`src/include/xcvr_pkg.sv`:
```
package xcvr_pkg;
    // --------------------------------------------------------------
    // device control register offsets
    // --------------------------------------------------------------
    localparam logic [6:0] FRONT_END_MODE_CONTROL_OFS = 7'h00;
    localparam logic [6:0] MODULATION_FILTER_CONTROL_OFS = 7'h01;
    localparam logic [6:0] PUMP_AND_OUTPUT_CONTROL_OFS = 7'h02;
    localparam logic [6:0] CLOCK_SHIFT_SELECT_OFS = 7'h06;
    localparam logic [6:0] REFERENCE_DIVIDER_SELECT_OFS = 7'h07;
    localparam logic [7:0] REG_RESET = 8'h00;
    // --------------------------------------------------------------
    // field positions
    // --------------------------------------------------------------
    localparam int SYNC_EN_BIT = 3;
    localparam int OP_STATE_HI_BIT = 2;
    localparam int OP_STATE_LO_BIT = 1;
    localparam int LOCK_EN_BIT = 2;
    localparam int PUMP_HI_BIT = 7;
    localparam int SHIFT_HI_BIT = 0;
    localparam int SHIFT_LO_HI_BIT = 7;
    localparam int SHIFT_LO_LO_BIT = 6;
    localparam int REFDIV_HI_BIT = 5;
    localparam logic [2:0] SHIFT_MAX = 3'h6;
    localparam logic [5:0] REFDIV_MIN = 6'h01;
    // --------------------------------------------------------------
    // host register word addresses
    // --------------------------------------------------------------
    localparam logic [3:0] ADR_CFG = 4'h0;
    localparam logic [3:0] ADR_TX = 4'h1;
    localparam logic [3:0] ADR_RX = 4'h2;
    localparam logic [3:0] ADR_STAT = 4'h3;
    localparam logic [3:0] ADR_MASK = 4'h4;
    localparam int ST_LOCK_RISE = 2;
    localparam logic [31:0] UNMAPPED_READ = 32'h0000_0000;

    typedef enum logic [1:0] {
        OP_POWER_DOWN = 2'h0,
        OP_STANDBY = 2'h1,
        OP_RECEIVE = 2'h2,
        OP_TRANSMIT = 2'h3
    } op_state_type;
endpackage : xcvr_pkg

```
`src/include/xcvr_link_if.sv`:
```
`timescale 1ns/1ps
interface xcvr_link_if;
    // --------------------------------------------------------------
    // data interface and load strobe between host and device
    // --------------------------------------------------------------
    logic data_clock_pin;
    logic data_io_dev_o;
    logic data_io_dev_oe_n;
    logic data_io_host_o;
    logic data_io_host_oe_n;
    logic lock_indicator_pin;
    logic load_strobe;
    logic [6:0] cfg_addr;
    logic [7:0] cfg_data;
    logic cfg_write;

    modport device (
        output data_clock_pin,
        output data_io_dev_o,
        output data_io_dev_oe_n,
        input data_io_host_o,
        input data_io_host_oe_n,
        output lock_indicator_pin,
        input load_strobe,
        input cfg_addr,
        input cfg_data,
        input cfg_write
    );
    modport host (
        input data_clock_pin,
        input data_io_dev_o,
        input data_io_dev_oe_n,
        output data_io_host_o,
        output data_io_host_oe_n,
        input lock_indicator_pin,
        output load_strobe,
        output cfg_addr,
        output cfg_data,
        output cfg_write
    );
endinterface : xcvr_link_if

```
`src/rtl/bit_rate_divider.sv`:
```
`timescale 1ns/1ps
module bit_rate_divider
    import xcvr_pkg::*;
(
    input wire logic clk, // system clock
    input wire logic rstn, // async reset, active low
    input wire logic run, // enable, clock held low when low
    input wire logic [5:0] ref_div, // reference divider value
    input wire logic [2:0] shift, // bit-rate shift setting
    output logic bit_clk, // divided bit-rate clock
    output logic rise // one-cycle pulse at bit_clk rise
);
    // ------------------------------------------------------------------
    // half period = ref_div * 2**(6-shift) clocks
    // ------------------------------------------------------------------
    logic [5:0] pre_q; // see RULE12
    logic [6:0] pow_q;
    logic [5:0] div_eff;
    logic [2:0] sh_eff;
    logic [6:0] half_pow;
    logic pre_wrap;

    assign div_eff = (ref_div < REFDIV_MIN) ? REFDIV_MIN : ref_div; // see RULE12
    assign sh_eff = (shift > SHIFT_MAX) ? SHIFT_MAX : shift; // see RULE13
    assign half_pow = 7'(7'h40 >> sh_eff); // see RULE11
    assign pre_wrap = (pre_q == div_eff - 6'h01);
    assign rise = run && pre_wrap && (pow_q == half_pow - 7'h01) && !bit_clk;

    always_ff @(posedge clk or negedge rstn) begin
        if (!rstn) begin
            pre_q <= 6'h00;
        end else if (!run || pre_wrap) begin
            pre_q <= 6'h00;
        end else begin
            pre_q <= pre_q + 6'h01;
        end
    end

    always_ff @(posedge clk or negedge rstn) begin
        if (!rstn) begin
            pow_q <= 7'h00;
            bit_clk <= 1'b0;
        end else if (!run) begin
            pow_q <= 7'h00;
            bit_clk <= 1'b0;
        end else if (pre_wrap) begin
            if (pow_q == half_pow - 7'h01) begin
                pow_q <= 7'h00;
                bit_clk <= !bit_clk; // see RULE11
            end else begin
                pow_q <= pow_q + 7'h01;
            end
        end
    end
endmodule : bit_rate_divider

```
`src/rtl/xcvr_device.sv`:
```
// Register access over Avalon-MM was decided locally.
`timescale 1ns/1ps
// Notes on behaviour
// RULE1: mode field picks down, standby, receive, transmit
// RULE2: lock pin high on lock when enabled
// RULE3: high-current bit selects 500uA else 125uA
// RULE4: async receive: demod data passes through
// RULE5: async transmit: clock off, data to modulator
// RULE6: sync receive outputs recovered bit clock; code outputs the divider bit_clk, not one recovered from the data
// RULE7: sync transmit outputs bit-rate clock
// RULE8: device samples tx data on clock rise
// RULE9: host changes transmit data on clock fall
// RULE10: device updates rx on rise, host samples fall
// RULE11: bit clock = xtal / (div * 2^(7-shift))
// RULE12: reference divider six bits, 1 to 63
// RULE13: bit-rate shift three bits, 0 to 6
// RULE14: host keeps data pin released until sending
// RULE15: in sync mode the device is clock master
// RULE16: host sets bit clock equal to bit rate
// RULE17: writes take effect on load strobe
// RULE18: data clock low when idle or async
module xcvr_device
    import xcvr_pkg::*;
(
    input wire logic clk, // crystal-derived system clock
    input wire logic rstn, // async reset, active low
    xcvr_link_if.device link, // pins toward the host
    input wire logic pll_locked, // synthesizer loop in lock
    input wire logic demod_data, // demodulator output bit
    output logic mod_data, // bit fed to the modulator
    output logic mod_sample, // high each cycle mod_data is sampled, steady in async transmit
    output logic pump_high, // charge pump at 500uA when high
    output logic [1:0] op_state, // active operating state
    output logic [7:0] shadow_rd // shadow contents at cfg_addr
);
    // ------------------------------------------------------------------
    // shadow and active register sets
    // ------------------------------------------------------------------
    logic [7:0] sh_mode_q, sh_filt_q, sh_pump_q, sh_shift_q, sh_ref_q;
    logic [7:0] act_mode_q, act_filt_q, act_pump_q, act_shift_q, act_ref_q;
    logic [2:0] load_sync_q;
    logic [1:0] din_sync_q, lock_sync_q, demod_sync_q;
    logic load_fall;
    logic sync_en, receiving, transmitting, run_clk, bit_clk, bit_rise;
    logic rx_q, lock_q;
    logic [2:0] shift;
    logic [5:0] ref_div;

    always_ff @(posedge clk or negedge rstn) begin
        if (!rstn) begin
            sh_mode_q <= REG_RESET;
            sh_filt_q <= REG_RESET;
            sh_pump_q <= REG_RESET;
            sh_shift_q <= REG_RESET;
            sh_ref_q <= REG_RESET;
        end else if (link.cfg_write) begin
            case (link.cfg_addr)
                FRONT_END_MODE_CONTROL_OFS: sh_mode_q <= link.cfg_data;
                MODULATION_FILTER_CONTROL_OFS: sh_filt_q <= link.cfg_data;
                PUMP_AND_OUTPUT_CONTROL_OFS: sh_pump_q <= link.cfg_data;
                CLOCK_SHIFT_SELECT_OFS: sh_shift_q <= link.cfg_data;
                REFERENCE_DIVIDER_SELECT_OFS: sh_ref_q <= link.cfg_data;
                default: begin
                end
            endcase
        end
    end

    always_comb begin
        case (link.cfg_addr)
            FRONT_END_MODE_CONTROL_OFS: shadow_rd = sh_mode_q;
            MODULATION_FILTER_CONTROL_OFS: shadow_rd = sh_filt_q;
            PUMP_AND_OUTPUT_CONTROL_OFS: shadow_rd = sh_pump_q;
            CLOCK_SHIFT_SELECT_OFS: shadow_rd = sh_shift_q;
            REFERENCE_DIVIDER_SELECT_OFS: shadow_rd = sh_ref_q;
            default: shadow_rd = 8'h00;
        endcase
    end

    // ------------------------------------------------------------------
    // load strobe fall copies shadow to active
    // ------------------------------------------------------------------
    always_ff @(posedge clk or negedge rstn) begin
        if (!rstn) begin
            load_sync_q <= 3'h0;
        end else begin
            load_sync_q <= {load_sync_q[1:0], link.load_strobe};
        end
    end
    assign load_fall = load_sync_q[2] && !load_sync_q[1];

    always_ff @(posedge clk or negedge rstn) begin
        if (!rstn) begin
            act_mode_q <= REG_RESET;
            act_filt_q <= REG_RESET;
            act_pump_q <= REG_RESET;
            act_shift_q <= REG_RESET;
            act_ref_q <= REG_RESET;
        end else if (load_fall) begin // see RULE17
            act_mode_q <= sh_mode_q;
            act_filt_q <= sh_filt_q;
            act_pump_q <= sh_pump_q;
            act_shift_q <= sh_shift_q;
            act_ref_q <= sh_ref_q;
        end
    end

    // ------------------------------------------------------------------
    // decoded controls
    // ------------------------------------------------------------------
    assign op_state = {act_mode_q[OP_STATE_HI_BIT],
                       act_mode_q[OP_STATE_LO_BIT]}; // see RULE1
    assign sync_en = act_mode_q[SYNC_EN_BIT];
    assign receiving = (op_state == OP_RECEIVE);
    assign transmitting = (op_state == OP_TRANSMIT);
    assign run_clk = sync_en && (receiving || transmitting); // see RULE18
    assign pump_high = act_pump_q[PUMP_HI_BIT]; // see RULE3
    assign shift = {act_shift_q[SHIFT_HI_BIT], act_ref_q[SHIFT_LO_HI_BIT],
                    act_ref_q[SHIFT_LO_LO_BIT]};
    assign ref_div = act_ref_q[REFDIV_HI_BIT:0];

    bit_rate_divider u_div (
        .clk(clk),
        .rstn(rstn),
        .run(run_clk),
        .ref_div(ref_div),
        .shift(shift),
        .bit_clk(bit_clk),
        .rise(bit_rise)
    );

    // ------------------------------------------------------------------
    // pin synchronisers
    // ------------------------------------------------------------------
    always_ff @(posedge clk or negedge rstn) begin
        if (!rstn) begin
            din_sync_q <= 2'h0;
            lock_sync_q <= 2'h0;
            demod_sync_q <= 2'h0;
        end else begin
            din_sync_q <= {din_sync_q[0], link.data_io_host_o};
            lock_sync_q <= {lock_sync_q[0], pll_locked};
            demod_sync_q <= {demod_sync_q[0], demod_data};
        end
    end

    // ------------------------------------------------------------------
    // data path
    // ------------------------------------------------------------------
    always_ff @(posedge clk or negedge rstn) begin
        if (!rstn) begin
            rx_q <= 1'b0;
        end else if (receiving && !sync_en) begin
            rx_q <= demod_sync_q[1]; // see RULE4
        end else if (receiving && bit_rise) begin
            rx_q <= demod_sync_q[1]; // see RULE6 see RULE10
        end
    end

    always_ff @(posedge clk or negedge rstn) begin
        if (!rstn) begin
            mod_data <= 1'b0;
            mod_sample <= 1'b0;
        end else begin
            mod_sample <= 1'b0;
            if (transmitting && !sync_en) begin
                mod_data <= din_sync_q[1]; // see RULE5
                mod_sample <= 1'b1;
            end else if (transmitting && bit_rise) begin
                mod_data <= din_sync_q[1]; // see RULE8 see RULE7
                mod_sample <= 1'b1;
            end
        end
    end

    always_ff @(posedge clk or negedge rstn) begin
        if (!rstn) begin
            lock_q <= 1'b0;
        end else begin
            lock_q <= act_filt_q[LOCK_EN_BIT] && lock_sync_q[1]; // see RULE2
        end
    end

    assign link.data_clock_pin = bit_clk; // see RULE15
    assign link.data_io_dev_o = rx_q;
    assign link.data_io_dev_oe_n = !receiving;
    assign link.lock_indicator_pin = lock_q;
endmodule : xcvr_device

```
`src/flat_wrapper.sv`:
```
// flat-port wrapper written by rule: the top's interface ports become plain ports
module xcvr_device_flat import xcvr_pkg::*;
  (clk, rstn, pll_locked, demod_data, mod_data, mod_sample, pump_high, op_state, shadow_rd, link_data_clock_pin, link_data_io_dev_o, link_data_io_dev_oe_n, link_data_io_host_o, link_data_io_host_oe_n, link_lock_indicator_pin, link_load_strobe, link_cfg_addr, link_cfg_data, link_cfg_write);
  xcvr_link_if link_i ();
  input wire logic clk;
  input wire logic rstn;
  input wire logic pll_locked;
  input wire logic demod_data;
  output logic mod_data;
  output logic mod_sample;
  output logic pump_high;
  output logic [1:0] op_state;
  output logic [7:0] shadow_rd;
  output wire logic [$bits(link_i.data_clock_pin)-1:0] link_data_clock_pin;
  output wire logic [$bits(link_i.data_io_dev_o)-1:0] link_data_io_dev_o;
  output wire logic [$bits(link_i.data_io_dev_oe_n)-1:0] link_data_io_dev_oe_n;
  input wire logic [$bits(link_i.data_io_host_o)-1:0] link_data_io_host_o;
  input wire logic [$bits(link_i.data_io_host_oe_n)-1:0] link_data_io_host_oe_n;
  output wire logic [$bits(link_i.lock_indicator_pin)-1:0] link_lock_indicator_pin;
  input wire logic [$bits(link_i.load_strobe)-1:0] link_load_strobe;
  input wire logic [$bits(link_i.cfg_addr)-1:0] link_cfg_addr;
  input wire logic [$bits(link_i.cfg_data)-1:0] link_cfg_data;
  input wire logic [$bits(link_i.cfg_write)-1:0] link_cfg_write;
  assign link_data_clock_pin = link_i.data_clock_pin;
  assign link_data_io_dev_o = link_i.data_io_dev_o;
  assign link_data_io_dev_oe_n = link_i.data_io_dev_oe_n;
  assign link_i.data_io_host_o = link_data_io_host_o;
  assign link_i.data_io_host_oe_n = link_data_io_host_oe_n;
  assign link_lock_indicator_pin = link_i.lock_indicator_pin;
  assign link_i.load_strobe = link_load_strobe;
  assign link_i.cfg_addr = link_cfg_addr;
  assign link_i.cfg_data = link_cfg_data;
  assign link_i.cfg_write = link_cfg_write;
  xcvr_device u_core (.clk(clk), .rstn(rstn), .link(link_i), .pll_locked(pll_locked), .demod_data(demod_data), .mod_data(mod_data), .mod_sample(mod_sample), .pump_high(pump_high), .op_state(op_state), .shadow_rd(shadow_rd));
endmodule
```
`config.mk`:
```
export PLATFORM = sky130hd
export DESIGN_NAME = xcvr_device_flat
export DESIGN_NICKNAME = d
export VERILOG_FILES = /design/src/include/xcvr_pkg.sv /design/src/include/xcvr_link_if.sv /design/src/rtl/bit_rate_divider.sv /design/src/rtl/xcvr_device.sv /design/src/flat_wrapper.sv
export SDC_FILE = /design/constraint.sdc
export NUM_CORES = 1
export LEC_CHECK = 0
export ABC_AREA = 1
export BUFFER_PORTS_ARGS = -buffer_cell sky130_fd_sc_hd__clkbuf_2
export CAP_MARGIN = 10
export CORE_MARGIN = 2
export CORE_UTILIZATION = 61
export CTS_CLUSTER_SIZE = 40
export DETAILED_ROUTE_END_ITERATION = 12
export PLACE_DENSITY = 0.92
export SLEW_MARGIN = 20
export SYNTH_ARGS = -nofsm -noshare
export SYNTH_HDL_FRONTEND = slang
export SYNTH_HIERARCHICAL = 1
export SYNTH_SLANG_ARGS = --single-unit
```
`constraint.sdc`:
```
create_clock -name clk -period 3.8 [get_ports clk]
set_input_delay 0.76 -clock clk [delete_from_list [all_inputs] [get_ports clk]]
set_output_delay 0.76 -clock clk [all_outputs]
set_load 0.02 [all_outputs]
```
## Yosys cells after proc, flatten, opt, wreduce, memory -nomap -nowiden

Cells that the tools add are included.
Widths: inputs -> output; s select.

- Muxes and demuxes: 16
- $add $sub $neg: 4
- Reductions and logical operators: 26
- Magnitude comparators: 2
- Shift-type cells: 1
- Eq/ne operators: 10

Operators with widths:

| cell | number |
|---|---|
| $pmux 8 s5 | 1 |
| $mux 7 | 3 |
| $eq 7x3->1 const B | 2 |
| $mux 6 | 2 |
| $reduce_and 2->1 | 6 |
| $logic_and 1x1->1 | 10 |
| $mux 1 | 9 |
| $add 7x1->7 const B | 1 |
| $eq 7x1->1 const B | 1 |
| $eq 7x2->1 const B | 1 |
| $eq 7x7->1 | 1 |
| $logic_not 7->1 | 1 |
| $shr 7x3->7 const A | 1 |
| $sub 7x1->7 const B | 1 |
| $add 6x1->6 const B | 1 |
| $eq 6x6->1 | 1 |
| $lt 6x1->1 const B | 1 |
| $sub 6x1->6 const B | 1 |
| $logic_not 1->1 | 5 |
| $eq 2x2->1 const B | 2 |
| $ne 2x1->1 const B | 2 |
| $reduce_bool 2->1 | 2 |
| $gt 3x3->1 const B | 1 |
| $mux 3 | 1 |
| $logic_or 1x1->1 | 2 |

- Bits in registers: 91
- Logic and storage cells: 80

## Longest topological paths before layout

- Depth after elaboration: 10
- Gate-level depth with buffers: 21
- Depth with buffers taken out: 21

## By module

The synthesis kept the hierarchy.

Modules (own cells, without submodules):

| module | instances | cells each | area each (sq um) |
|---|---|---|---|
| xcvr_device | 1 | 345 | 3125.5 |
| bit_rate_divider | 1 | 216 | 1385.1 |

## Least setup slack after synthesis

OpenSTA, ideal clock, no wires.

- Path type: input port to output port
- Start point: input link_cfg_addr[4]
- End point: output shadow_rd[0]
- Cell stages on the path: 9
- Required time: 3.040 ns
- Slack: 1.380 ns
- Arrival time: 1.660 ns
- Cell sequence: inv_1 > nand2_2 > nor2_4 > buf_12 > buf_4 > nand3_1 > nand2_1 > inv_1 > nand2_1

- Longest elaborated chain between the ends: 2
- Elaborated cells between the ends (all ways): 6
- Those cells by class: eq/ne (4); mux (1); reduce/logical (1)

Ends and longest elaborated chain:

| element | line | text |
|---|---|---|
| start, declared | flat_wrapper.sv:21 | `input wire logic [$bits(link_i.cfg_addr)-1:0] link_cfg_addr;` |
| $eq 7x3->1, or another cell as far along | xcvr_device.sv:70 | `case (link.cfg_addr)` |
| $pmux 8 s5 * | xcvr_device.sv:70 |  |
| end, declared | flat_wrapper.sv:13 | `output logic [7:0] shadow_rd;` |

Mark *: on every way between the ends. The rest lies on a longest branch, timed or not.

## Worst setup path after layout

- Start point: input link_cfg_addr[2]
- End point: output shadow_rd[3]

The elaborated chain is that of the path after synthesis.

==> results.toml <==
[floorplan]
die-area_mm2 = 0.00810
rows = 31
start_util_pct = 62.5
coreArea_mm2 = 0.00721
fp.dieW_um = 90.0
dieHeight_um = 90.0
io_pins = 40

[placed_design]
hpwl_mm = 6.74
placed_area_mm2 = 0.00470
dp_cells = 685
gp_congestion = 0.897
portBuffers = 38
place_ws_ns = 0.860

[global_route]
grt_max_degree = 82
antenna_found_initial = 0
gr-usage-all-layers_pct = 25.5
grt_pass1_wl_mm = 16.6
grt_pass1_vias = 3624
gr-total-overflow = 0

[finish]
nets = 628
fillCellCount = 588
stdcell_area_mm2 = 0.00493
drive_gt1_share_pct = 18.4
num_antenna_cells = 0
area_delta_synth_final_pct = 9.29
multi_input_area_mm2 = 0.00204
regArea_mm2 = 0.00203
final_cell_count_no_fill = 702

[sta]
fmax_mhz = 333
fin_skew_ns = 0.00590
slew_headroom_pct = 51.9
finalCritPeriodShare_pct = 79.1
hold_viol = 0
final-max-slew-violation-count = 0
grt_setup_unrepaired = "no"
setup_ws_ns = 0.794
min_period_ns = 3.01
setup_violations = 0
worst_pin_slew_ns = 0.719
fin_tns_setup_ns = 0

[power_and_ir_drop]
ir_drop_uv = 177
p_clk_share_pct = 32.3
internal_power_mw = 1.36
powerDensity_mw_per_mm2 = 393
combinationalPowerShare_pct = 17.0
p_sw_mw = 0.574
switching_share_pct = 29.7
p_leak_nw = 2.66
power.sequential.fraction_pct = 50.8

[worst_setup_path]
cpMostUsedCell = "clkbuf_2"
cp.required_ns = 3.04
crit_start = "link_cfg_addr[2]"
path_cells = "clkbuf_2 -> nor2_2 -> nand3_1 -> nor3_1 -> nor2_1 -> nand2_1 -> clkbuf_2"
path_class = "in2out"
r2r_start = "u_core/act_ref_q[7]"
crit_path_end_kind = "output pin"
worst_setup_path_start_kind = "primary input"
crit_path_max_incr_delay_ns = 0.39
crit_slowest_cell = "nand3_1"
worstPathArrival_ns = 2.25
path_max_fanout = 9

[drt]
vias = 3807
first_pass_iters = 6
drc_errors = 0
routed_wirelength_mm = 9.70
drt-initial-drc-count = 334
vias_per_cell = 5.42
wl_per_cell_um = 13.8
drtAntennaViolNets = 0

[clock_network]
insertion_delay_ns = 0.35
cts_sinks = 81
cts_resized = 0
clk_pin_slew_ns = 0.08
clk_path_buf_depth = 2
clock-root-buffer = "clkbuf_8"
cts_buffers = 9
cts_hold_buffers = 0
cts_setup_buffers = 0
cts_tree = "yes"
h-tree-depth = 3

[synthesis]
synth_seq_area_share_pct = 44.9
syn-mean-instance-area_um2 = 8.04
synth_compound_area_share_pct = 8.49
synthCells = 561
synth_top_family_by_area = "simple AND/OR/NAND/NOR gates"
synth_nets = 591
ys_ff_latch = 81
synth_xor_area_share_pct = 2.14
ys_types = 32
synth_fa_ha_area_share_pct = 1.94
synth.area.mux_share_pct = 0.499
yosys.area_share.simple_pct = 32.1
yosysWarnings = 6
netlist_area_mm2 = 0.00451

[flow_run]
maxCapViolations = 0

[run_status]
status = "completed"

[min_path]
min_path_type = "in2async"
[cells in the final DEF (no fill, tap or decap)]
cell | netlist | layout
nand2_1 | 165 | 165
dfrtp_1 | 81 | 81
inv_1 | 79 | 79
nand3_1 | 56 | 56
clkbuf_2 | 0 | 37
o21ai_0 | 31 | 31
nor2_1 | 30 | 30
o21ai_2 | 22 | 22
nand4_1 | 16 | 16
clkbuf_8 | 0 | 10
xor2_1 | 9 | 9
nor2_2 | 7 | 7
nor3_1 | 7 | 7
ha_1 | 7 | 7
nor2_4 | 6 | 6
nand2_2 | 5 | 5
nand2_4 | 4 | 4
o21ai_1 | 4 | 4
clkinvlp_4 | 0 | 3
nand3_4 | 3 | 3
clkbuf_1 | 2 | 2
buf_4 | 4 | 2
inv_4 | 2 | 2
mux2_2 | 2 | 2
inv_2 | 2 | 2
nand3_2 | 2 | 2
xnor2_1 | 2 | 2
bufinv_16 | 0 | 1
nor2_8 | 1 | 1
buf_16 | 0 | 1
nand3b_1 | 1 | 1
o31ai_1 | 1 | 1
o211ai_1 | 1 | 1
nor3b_2 | 1 | 1
[power by group through the flow]
| stage | logic, mW | registers (mW) | clock network [mW] |
|---|---|---|---|
| floorplan | 0.233 | 0.991 | 0 |
| global placement | 0.302 | 0.994 | 0 |
| detailed placement | 0.321 | 0.998 | 0 |
| CTS | 0.324 | 0.983 | 0.637 |
| global route | 0.374 | 0.992 | 0.678 |
| finish | 0.328 | 0.983 | 0.625 |
[synthesized netlist by cell type]
master | n | area, µm²
nand3_1 | 56 | 280
dfrtp_1 | 81 | 2030
inv_4 | 2 | 12.5
o211ai_1 | 1 | 7.51
o21ai_1 | 4 | 20.0
nor2_4 | 6 | 67.6
buf_6 | 6 | 67.6
nand2_4 | 4 | 45.0
o21ai_2 | 22 | 193
nand3_4 | 3 | 52.6
nand2_1 | 165 | 619
nor2_1 | 30 | 113
o21ai_0 | 31 | 155
o31ai_1 | 1 | 7.51
nor2_8 | 1 | 20.0
nor3b_2 | 1 | 12.5
buf_2 | 1 | 5.00
ha_1 | 7 | 87.6
nor3_1 | 7 | 35.0
buf_4 | 4 | 30.0
nand3b_1 | 1 | 7.51
inv_1 | 79 | 297
mux2_2 | 2 | 22.5
buf_12 | 1 | 20.0
nand3_2 | 2 | 20.0
xor2_1 | 9 | 78.8
nor2_2 | 7 | 43.8
nand2_2 | 5 | 31.3
nand4_1 | 16 | 100
clkbuf_1 | 2 | 7.51
inv_2 | 2 | 7.51
xnor2_1 | 2 | 17.5
[logic make-up after synthesis]
kind of cell | count (synthesis)
AND/OR/NAND/NOR | 304
XOR/XNOR | 11
AO/OA/AOI/OAI | 59
buffers and inverters | 97
flip-flops | 81
adder cells (fa/ha/maj) | 7
multiplexers | 2
[layer usage]
layer,vias to the layer above,wire [µm],track usage (%)
met5,-,0,0
met4,0,233,10.1
met3,23,545,4.11
met2,147,4810,42.7
met1,1787,4110,33.4
li1,1850,-,-
[per-stage QoR]
stage	power [mW]	hold WS (ns)	util, %
after global placement	1.30	0.332	65.2
after global routing	2.04	0.365	68.3
final	1.94	0.341	68.3
after detailed placement	1.32	0.336	65.2
after floorplan	1.22	0.331	-
after CTS	1.94	0.354	68.0
[state kept, by name, summed over array words and instances (netlist names), 2 cells and up]
name,cells
u_core/u_div/pow_q,7
u_core/demod_sync_q,2
u_core/sh_filt_q,8
u_core/sh_shift_q,8
u_core/u_div/pre_q,6
u_core/din_sync_q,2
u_core/sh_ref_q,8
u_core/sh_mode_q,8
u_core/load_sync_q,3
u_core/lock_sync_q,2
u_core/act_mode_q,3
u_core/sh_pump_q,8
u_core/act_ref_q,8
[layout make-up]
class,instances,area share (%)
Inverter,83,6.42
Clock buffer,12,2.94
Sequential cell,81,41.1
Timing Repair Buffer,40,4.62
Multi-Input combinational cell,383,41.3
Tap cell,99,2.51
Clock inverter,4,1.07
[worst paths after layout]
kind | to | slack, ns | depth (start not counted)
max | shadow_rd[3] | 0.79 | 7
min | u_core/u_div/pow_q[3] | 0.34 | 1
max reg2reg | u_core/link.data_io_dev_o | 0.94 | 19
min reg2reg | u_core/load_sync_q[1] | 0.35 | 0
max in group asynchronous | u_core/sh_shift_q[3] | 2.88 | 2
min in group clk | u_core/load_sync_q[1] | 0.35 | 0
[critical path: cells and delay by family]
family	cells	cell delay (ns)
and+or+nand+nor	5	1.19
buffers and inverters	2	0.29
Power figures use the tool's default switching activity.
